File: src/sensor_i2c_pkg.sv
package sensor_i2c_pkg;

  // ==========================================================================
  // Timing
  localparam int CLK_MHZ        = 20;
  localparam int RESET_WAIT_US  = 30;
  localparam int RESET_WAIT_CYC = RESET_WAIT_US * CLK_MHZ;
  localparam int INT_PULSE_CYC  = 20;

  // ==========================================================================
  // Frame decoding
  localparam int         PTR_W        = 5;
  localparam int         FRM_W        = 2;
  localparam logic [7:0] RST_BYTE_ONE = 8'hff;
  localparam logic [7:0] RST_BYTE_ZRO = 8'h00;
  localparam logic [3:0] SINGLE_RISES = 4'ha;
  localparam logic [3:0] BYTE_BITS    = 4'h8;

  // ==========================================================================
  // Types
  typedef enum logic [2:0] {
    PH_IDLE = 3'h0,
    PH_ADDR = 3'h1,
    PH_AACK = 3'h3,
    PH_TX   = 3'h2,
    PH_TACK = 3'h6,
    PH_RX   = 3'h7,
    PH_RACK = 3'h5,
    PH_SKIP = 3'h4
  } phase_t;

  typedef struct packed {
    logic start;
    logic stop;
    logic scl_rise;
    logic scl_fall;
    logic sda;
  } bus_ev_t;

  typedef struct packed {
    logic collision_avoid_off;
    logic int_select;
    logic one_byte_read;
  } cfg_t;

  typedef struct packed {
    logic [FRM_W-1:0] conversion_frame_count;
    logic             powerdown_flag_hi;
    logic             powerdown_flag_lo;
  } diag_t;

  typedef struct packed {
    logic             strobe;
    logic [PTR_W-1:0] addr;
    logic [7:0]       data;
  } wr_t;

  typedef struct packed {
    phase_t           phase;
    logic             in_frame;
    logic [7:0]       shreg;
    logic [7:0]       txbyte;
    logic [3:0]       bitn;
    logic [3:0]       rises;
    logic [7:0]       first_byte;
    logic             is_read;
    logic             ptr_done;
    logic [PTR_W-1:0] ptr;
    logic             sda_oe;
    logic             scl_oe;
    logic             stretch;
    logic [1:0]       ones;
    logic [1:0]       zeros;
    logic [9:0]       rst_wait;
    logic             bus_reset;
    logic             int_pend;
    logic             int_act;
    logic [7:0]       int_cnt;
    logic             conv_q;
    diag_t            diag;
    wr_t              wr;
  } st_t;

  localparam logic [9:0] RESET_WAIT = 10'(RESET_WAIT_CYC);
  localparam logic [7:0] INT_LAST   = 8'(INT_PULSE_CYC - 1);

  // ==========================================================================
  // Mode decoding
  function automatic logic ca_active(input cfg_t c);
    return !c.collision_avoid_off && !c.int_select;
  endfunction

  function automatic logic stretch_active(input cfg_t c);
    return !c.collision_avoid_off && c.int_select;
  endfunction

endpackage

File: src/bus_watch.sv
`timescale 1ns/100ps
module bus_watch (
  input  wire logic                    clk,
  input  wire logic                    rst_n,
  input  wire logic                    ce,
  input  wire logic                    scl_in,
  input  wire logic                    sda_in,
  output sensor_i2c_pkg::bus_ev_t      ev
);

  typedef struct packed {
    logic                    scl_m;
    logic                    sda_m;
    logic                    scl_s;
    logic                    sda_s;
    logic                    scl_d;
    logic                    sda_d;
    sensor_i2c_pkg::bus_ev_t ev;
  } w_t;

  w_t w;
  w_t next_w;

  // ==========================================================================
  // Two-stage synchroniser, then edge and condition detection
  always_comb begin
    next_w             = w;
    next_w.scl_m       = scl_in;
    next_w.sda_m       = sda_in;
    next_w.scl_s       = w.scl_m;
    next_w.sda_s       = w.sda_m;
    next_w.scl_d       = w.scl_s;
    next_w.sda_d       = w.sda_s;
    next_w.ev.start    = w.scl_s && w.scl_d && w.sda_d && !w.sda_s;
    next_w.ev.stop     = w.scl_s && w.scl_d && !w.sda_d && w.sda_s;
    next_w.ev.scl_rise = w.scl_s && !w.scl_d;
    next_w.ev.scl_fall = !w.scl_s && w.scl_d;
    next_w.ev.sda      = w.sda_s;
  end

  always_ff @(posedge clk) begin
    if (!rst_n) begin
      w <= '{scl_m: 1'b1, sda_m: 1'b1, scl_s: 1'b1, sda_s: 1'b1,
             scl_d: 1'b1, sda_d: 1'b1, ev: '0};
    end else if (ce) begin
      w <= next_w;
    end
  end

  assign ev = w.ev;

endmodule

File: src/sensor_i2c_target.sv
`timescale 1ns/100ps
module sensor_i2c_target (
  input  wire logic                                 clk,
  input  wire logic                                 rst_n,
  input  wire logic                                 ce,
  input  wire logic                                 scl_in,
  output logic                                      scl_out,
  output logic                                      scl_oe,
  input  wire logic                                 sda_in,
  output logic                                      sda_out,
  output logic                                      sda_oe,
  output logic                                      int_out,
  output logic                                      int_oe,
  input  wire logic [6:0]                           dev_addr,
  input  wire sensor_i2c_pkg::cfg_t                 cfg,
  input  wire logic                                 conv_busy,
  input  wire logic                                 conv_done,
  input  wire logic                                 supply_ok,
  input  wire logic                                 int_req,
  output logic [sensor_i2c_pkg::PTR_W-1:0]          rd_ptr,
  input  wire logic [7:0]                           rd_data,
  output sensor_i2c_pkg::wr_t                       wr,
  output sensor_i2c_pkg::diag_t                     diag,
  output logic                                      bus_reset,
  output logic                                      reset_busy
);

  sensor_i2c_pkg::bus_ev_t ev;
  sensor_i2c_pkg::st_t     s;
  sensor_i2c_pkg::st_t     next_s;
  logic                    ca_on;
  logic                    st_on;
  logic                    fire;

  bus_watch u_watch (
    .clk    (clk),
    .rst_n  (rst_n),
    .ce     (ce),
    .scl_in (scl_in),
    .sda_in (sda_in),
    .ev     (ev)
  );

  // First data bit drive enable and the remaining bits to shift
  function automatic logic [8:0] load_tx(input logic [7:0] d);
    return {!d[7], d[6:0], 1'b0};
  endfunction

  assign ca_on = sensor_i2c_pkg::ca_active(cfg);
  assign st_on = sensor_i2c_pkg::stretch_active(cfg);

  always_comb begin
    next_s               = s;
    fire                 = 1'b0;
    next_s.bus_reset     = 1'b0;
    next_s.wr.strobe     = 1'b0;

    // ========================================================================
    // Diagnostics
    next_s.conv_q = conv_busy;
    if (conv_busy && !s.conv_q) begin
      next_s.diag.powerdown_flag_lo = 1'b0;
      next_s.diag.powerdown_flag_hi = supply_ok;
    end else if (conv_busy && !supply_ok) begin
      next_s.diag.powerdown_flag_hi = 1'b0;
    end
    if (conv_done) begin
      next_s.diag.conversion_frame_count = s.diag.conversion_frame_count
                                           + 2'h1;
      next_s.diag.powerdown_flag_lo      = 1'b1;
    end

    // ========================================================================
    // Interrupt pulse
    if (s.int_act) begin
      if (ca_on && ev.start) begin
        next_s.int_act = 1'b0;
      end else if (s.int_cnt == sensor_i2c_pkg::INT_LAST) begin
        next_s.int_act  = 1'b0;
        next_s.int_pend = 1'b0;
      end else begin
        next_s.int_cnt = s.int_cnt + 8'h1;
      end
    end else if (s.int_pend && !(ca_on && (s.in_frame || ev.start))) begin
      next_s.int_act = 1'b1;
      next_s.int_cnt = 8'h00;
    end
    if (cfg.int_select) begin
      next_s.int_act  = 1'b0;
      next_s.int_pend = 1'b0;
    end else if (int_req) begin
      next_s.int_pend = 1'b1;
    end

    // ========================================================================
    // Bus protocol
    if (s.rst_wait != 10'h000) begin
      next_s.rst_wait = s.rst_wait - 10'h001;
    end else if (ev.start) begin
      next_s.in_frame = 1'b1;
      next_s.phase    = sensor_i2c_pkg::PH_ADDR;
      next_s.bitn     = 4'h0;
      next_s.rises    = 4'h0;
      next_s.sda_oe   = 1'b0;
      next_s.scl_oe   = 1'b0;
      next_s.stretch  = 1'b0;
      next_s.ptr_done = 1'b0;
    end else if (ev.stop) begin
      next_s.in_frame = 1'b0;
      next_s.phase    = sensor_i2c_pkg::PH_IDLE;
      next_s.sda_oe   = 1'b0;
      next_s.scl_oe   = 1'b0;
      next_s.stretch  = 1'b0;
      if (s.rises == sensor_i2c_pkg::SINGLE_RISES) begin
        case (s.first_byte)
          sensor_i2c_pkg::RST_BYTE_ONE: begin
            next_s.ones  = (s.ones == 2'h2) ? 2'h2 : s.ones + 2'h1;
            next_s.zeros = 2'h0;
          end
          sensor_i2c_pkg::RST_BYTE_ZRO: begin
            if (s.ones != 2'h0) begin
              next_s.zeros = s.zeros + 2'h1;
              fire         = (s.zeros == 2'h1);
            end
          end
          default: begin
            // A corrupted frame after two FF frames stands in for one 00 frame
            if (s.ones == 2'h2) begin
              next_s.zeros = s.zeros + 2'h1;
              fire         = (s.zeros == 2'h1);
            end
          end
        endcase
      end else if (s.rises > sensor_i2c_pkg::SINGLE_RISES) begin
        next_s.ones  = 2'h0;
        next_s.zeros = 2'h0;
      end
    end else begin
      if (ev.scl_rise && s.rises != 4'hf) begin
        next_s.rises = s.rises + 4'h1;
      end
      case (s.phase)
        sensor_i2c_pkg::PH_ADDR,
        sensor_i2c_pkg::PH_RX: begin
          if (ev.scl_rise) begin
            next_s.shreg = {s.shreg[6:0], ev.sda};
            next_s.bitn  = s.bitn + 4'h1;
          end else if (ev.scl_fall && s.bitn == sensor_i2c_pkg::BYTE_BITS) begin
            next_s.bitn = 4'h0;
            if (s.phase == sensor_i2c_pkg::PH_ADDR) begin
              next_s.first_byte = s.shreg;
              if (s.shreg[7:1] == dev_addr) begin
                next_s.is_read = s.shreg[0];
                next_s.phase   = sensor_i2c_pkg::PH_AACK;
                // One-byte reads start at pointer 0, set early so rd_data settles
                if (s.shreg[0] && cfg.one_byte_read) begin
                  next_s.ptr = '0;
                end
                if (s.shreg[0] && st_on && conv_busy) begin
                  next_s.scl_oe  = 1'b1;
                  next_s.stretch = 1'b1;
                end else begin
                  next_s.sda_oe = 1'b1;
                end
              end else begin
                next_s.phase = sensor_i2c_pkg::PH_SKIP;
              end
            end else begin
              next_s.phase  = sensor_i2c_pkg::PH_RACK;
              next_s.sda_oe = 1'b1;
              if (!s.ptr_done) begin
                next_s.ptr      = s.shreg[sensor_i2c_pkg::PTR_W-1:0];
                next_s.ptr_done = 1'b1;
              end else begin
                next_s.wr.strobe = 1'b1;
                next_s.wr.addr   = s.ptr;
                next_s.wr.data   = s.shreg;
                next_s.ptr       = s.ptr + 1'b1;
              end
            end
          end
        end
        sensor_i2c_pkg::PH_AACK: begin
          if (s.stretch) begin
            if (!conv_busy) begin
              next_s.stretch = 1'b0;
              next_s.sda_oe  = 1'b1;
            end
          end else if (s.scl_oe) begin
            next_s.scl_oe = 1'b0;
          end else if (ev.scl_fall) begin
            next_s.sda_oe = 1'b0;
            if (s.is_read && cfg.one_byte_read) begin
              {next_s.sda_oe, next_s.txbyte} = load_tx(rd_data);
              next_s.bitn                   = 4'h1;
              next_s.phase                  = sensor_i2c_pkg::PH_TX;
            end else begin
              next_s.phase = sensor_i2c_pkg::PH_RX;
            end
          end
        end
        sensor_i2c_pkg::PH_RACK: begin
          if (ev.scl_fall) begin
            next_s.sda_oe = 1'b0;
            if (s.is_read) begin
              {next_s.sda_oe, next_s.txbyte} = load_tx(rd_data);
              next_s.bitn                   = 4'h1;
              next_s.phase                  = sensor_i2c_pkg::PH_TX;
            end else begin
              next_s.phase = sensor_i2c_pkg::PH_RX;
            end
          end
        end
        sensor_i2c_pkg::PH_TX: begin
          if (ev.scl_fall) begin
            if (s.bitn == sensor_i2c_pkg::BYTE_BITS) begin
              next_s.sda_oe = 1'b0;
              next_s.ptr    = s.ptr + 1'b1;
              next_s.phase  = sensor_i2c_pkg::PH_TACK;
            end else begin
              next_s.sda_oe = !s.txbyte[7];
              next_s.txbyte = {s.txbyte[6:0], 1'b0};
              next_s.bitn   = s.bitn + 4'h1;
            end
          end
        end
        sensor_i2c_pkg::PH_TACK: begin
          if (ev.scl_rise && ev.sda) begin
            next_s.phase = sensor_i2c_pkg::PH_SKIP;
          end else if (ev.scl_fall) begin
            {next_s.sda_oe, next_s.txbyte} = load_tx(rd_data);
            next_s.bitn                   = 4'h1;
            next_s.phase                  = sensor_i2c_pkg::PH_TX;
          end
        end
        default: begin
        end
      endcase
    end

    // A taken reset sequence clears the target state except conv_q, and the bus protocol ignores every start and stop until rst_wait runs out
    if (fire) begin
      next_s           = '0;
      next_s.rst_wait  = sensor_i2c_pkg::RESET_WAIT;
      next_s.bus_reset = 1'b1;
      next_s.conv_q    = conv_busy;
    end
  end

  always_ff @(posedge clk) begin
    if (!rst_n) begin
      s <= '0;
    end else if (ce) begin
      s <= next_s;
    end
  end

  // ==========================================================================
  // Outputs
  assign scl_out    = 1'b0;
  assign scl_oe     = s.scl_oe;
  assign sda_out    = 1'b0;
  assign sda_oe     = s.sda_oe;
  assign int_out    = 1'b0;
  assign int_oe     = s.int_act;
  assign rd_ptr     = s.ptr;
  assign wr         = s.wr;
  assign diag       = s.diag;
  assign bus_reset  = s.bus_reset;
  assign reset_busy = (s.rst_wait != 10'h000);

endmodule

File: config.mk
export PLATFORM = sky130hd
export DESIGN_NAME = sensor_i2c_target
export DESIGN_NICKNAME = d
export VERILOG_FILES = /design/src/sensor_i2c_pkg.sv /design/src/bus_watch.sv /design/src/sensor_i2c_target.sv
export SDC_FILE = /design/constraint.sdc
export NUM_CORES = 1
export LEC_CHECK = 0
export BUFFER_PORTS_ARGS = -buffer_cell sky130_fd_sc_hd__clkbuf_2
export CAP_MARGIN = 5
export CORE_ASPECT_RATIO = 1.75
export CORE_MARGIN = 3
export CORE_UTILIZATION = 35
export DETAILED_ROUTE_END_ITERATION = 12
export GPL_ROUTABILITY_DRIVEN = 0
export GPL_TIMING_DRIVEN = 0
export SETUP_SLACK_MARGIN = 0.02
export SKIP_LAST_GASP = 1
export SLEW_MARGIN = 20
export SYNTH_ARGS = -nofsm -noshare
export SYNTH_HDL_FRONTEND = slang
export SYNTH_SLANG_ARGS = --single-unit
File: constraint.sdc
create_clock -name clk -period 2.9 [get_ports clk]
set_input_delay 0.87 -clock clk [delete_from_list [all_inputs] [get_ports clk]]
set_output_delay 0.87 -clock clk [all_outputs]
set_load 0.05 [all_outputs]
==> run_results.csv <==
group,metric,value,unit
status,status,"finished clean",
drt,wirelength,17900,microns
synthesis,async_flop_share,0,
worst_setup_path,crit_buf_inv,3,
worst_setup_path,path_cells,"inv_1, ha_2, or4b_4, nor3_4, inv_4, clkbuf_16",
worst_setup_path,crit_start,"s[30]$_SDFFE_PN0P_",
worst_setup_path,crit_slowest_cell,"or4b_4",
sta,fin_tns_setup,0,ps
synthesis,ys.flop_type,"dfxtp_1",
synthesis,syn_inst,730,
worst_setup_path,crit-reg2reg-launch,"s[30]$_SDFFE_PN0P_",
final_layout,antennaDiodeCount,0,
placed_design,post-place-ws,-525,ps
clock_tree,clockBufferDepth,2,
worst_setup_path,worstSetupStartpointType,"register",
floorplan,die_h,175,microns
drt,drt_iter0_markers,340,
placed_design,placed_area,0.00623,sq mm
floorplan,num_rows,61,
synthesis,yosysWarnings,0,
final_layout,finalNonFillerCells,1006,
placed_design,place_inst,974,
worst_setup_path,cp-end-kind,"output port",
clock_tree,cts_root_buf,"clkbuf_16",
synthesis,yosysSeqAreaShare,0.350,
synthesis,syn-cell-area,0.00572,sq mm
power,power_density,582,mW/mm^2
final_layout,fillers,1678,
clock_tree,cts_tree,"yes",
final_layout,utilization,0.428,
flow_run,cap_violations,0,
min_path,min_path_type,"register to register",
min_path,worstHoldStart,"wr[5]$_SDFFE_PN0P_",
sta,maxSlewViolCount,0,
synthesis,synth_edf_count,0,
sta,setup_viol,0,
worst_setup_path,cp.arrival,1930,ps
power,p_leak,0.00256,uW
synthesis,syn_avg_cell_area,7.84,sq um
global_route,grt_pass1_wl,28500,microns
global_route,antenna_found_initial,0,
final_layout,drive_above_1_share,0.204,
floorplan,initial_utilization,0.359,
worst_setup_path,critical_path_class,"register to output port",
global_route,grt_max_degree,19,
final_layout,syn2layout_area_growth,19.4,%
drt,wl_per_cell,17.8,microns
sta,hold_viol_final,0,
final_layout,final_common_cell,"dfxtp_1",
final_layout,multi_input_area,0.00340,sq mm
sta,period_needed,2800,ps
placed_design,io_buffers,53,
floorplan,fp.dieW,103,microns
drt,drtAntennaViolNets,0,
sta,rsz0062_at_grt,"true",
synthesis,ys_ff_latch,100,
clock_tree,cts_inserted_buffers,9,
synthesis,yosysUniqueCellTypes,74,
sta,worst_pin_slew,951,ps
floorplan,core-area,0.0160,sq mm
global_route,grtUsageTotal,0.201,
clock_tree,insertion_delay,350,ps
clock_tree,clk_pin_slew_worst_paths,70,ps
drt,via_per_inst,5.69,
placed_design,dp_hpwl,13200,microns
global_route,grt_pass1_vias,5638,
final_layout,final_area,0.00683,sq mm
sta,slew_headroom,0.366,
sta,fin_ws,98.2,ps
floorplan,io_pins,58,
drt,drc,0,
sta,finClkSkew,7.83,ps
drt,vias,5723,
global_route,gr-total-overflow,0,
worst_setup_path,cp.required,2030,ps
sta,max_freq,357,MHz
worst_setup_path,cp_slowest_stage_delay,510,ps
final_layout,seqCellArea,0.00200,sq mm
clock_tree,htree_levels,3,
worst_setup_path,cp_max_fo,4,
worst_setup_path,cp_top_family,"simple AND/OR/NAND/NOR gates",
power,ir_worst_vdd,272,uV
floorplan,dieArea,0.0180,sq mm
final_layout,finalNetCount,849,
sta,fin_crit_sh,0.966,
final_layout,layout_common_cells,"98 x dfxtp_1, 87 x nand2_1, 73 x a21oi_1, 61 x nand3_1, 54 x clkbuf_2",
clock_tree,cts_sinks,100,
drt,dr.pass1.iters,5,
==> worst register-to-register path: stages (launching register included) <==
cell,delay (ps)
dfxtp_2,340
inv_1,70
ha_2,180
or4b_4,510
nor3_4,220
buf_4,170
buf_4,120
a41oi_2,290
a221oi_4,450
buf_4,180
xnor2_1,100
nor2_1,60
==> registers in the layout, indices dropped and copies added, names as in the netlist <==
register	cells
wr	14
rd_ptr	5
int_oe	1
diag	4
u_watch.w	2
s	62
scl_oe	1
u_watch.ev	5
bus_reset	1
sda_oe	1
u_watch.next_w	4
==> worst paths after layout <==
kind / endpoint / slack (ps) / depth (start not counted)
worst max-delay path: reset_busy / 100 / 6
worst max register to register: s[62]$_SDFFE_PN0P_ / 100 / 11
worst min register to register: wr[5]$_SDFFE_PN0P_ / 450 / 2
worst min-delay path: wr[5]$_SDFFE_PN0P_ / 450 / 2
==> metrics by stage <==
stage	power (uW)	hold WS [ps]
CTS	3960	455
global placement	2420	439
global route	4140	471
detailed placement	2420	445
finish	3970	450
floorplan	2170	427
==> cell type report <==
cell class              instances  area share
repair buffers                 71      0.0634
flip-flops and latches        100       0.293
clock buffers                   9      0.0330
multi-input cells             543       0.498
clock inverters                 7      0.0123
plain buffers                  65      0.0531
inverters                      22      0.0125
well taps                     189      0.0346
==> report_power, final <==
part           total [uW]  leakage (uW)  switching, uW  internal (uW)
registers            1510      0.000810           67.2           1440
clock network        1260      0.000148            581            683
logic                1200       0.00161            701            500
total                3970       0.00256           1350           2620
==> logic make-up after synthesis <==
group / Yosys count / share of synthesized area
flops: 100 / 0.350
xor+xnor: 18 / 0.0276
mux: 22 / 0.0400
fa+ha+maj: 10 / 0.0219
simple gates: 309 / 0.283
compound gates: 181 / 0.201
other cells: 1 / 0.000655
buf+inv: 89 / 0.0763
==> repair_timing <==
| item | in CTS | in global routing |
|---|---|---|
| pin swaps | 5 | 4 |
| hold buffers | 0 | 0 |
| endpoints found under the setup margin | 70 | 56 |
| buffers inserted | 14 | 4 |
| resized for setup | 21 | 20 |
==> cells in the mapped netlist (7+ instances only) <==
master      n  area (sq um)
a21o_1      8          60.1
a21oi_1    73           365
a31oi_1    10          62.6
and3_1      7          43.8
buf_4      26           195
clkbuf_1   34           128
dfxtp_1   100          2000
ha_1       10           125
inv_1      20          75.1
mux2_2      7          78.8
mux2i_1    15           150
nand2_1    87           327
nand2b_1    9          56.3
nand3_1    61           305
nand4_1    18           113
nor2_1     49           184
nor2b_1     8          50.1
nor3_1     16          80.1
nor4_1      9          56.3
o21ai_0    28           140
o31ai_1     9          67.6
xnor2_1     9          78.8
xor2_1      9          78.8
==> per-layer routing <==
layer | vias up | routed length [microns] | track usage
met5 | - | 0 | 0
met4 | 0 | 976 | 0.114
met3 | 74 | 638 | 0.0268
met2 | 182 | 9200 | 0.356
met1 | 2696 | 7070 | 0.223
li1 | 2771 | - | -
(Power assumes the default switching activity.)
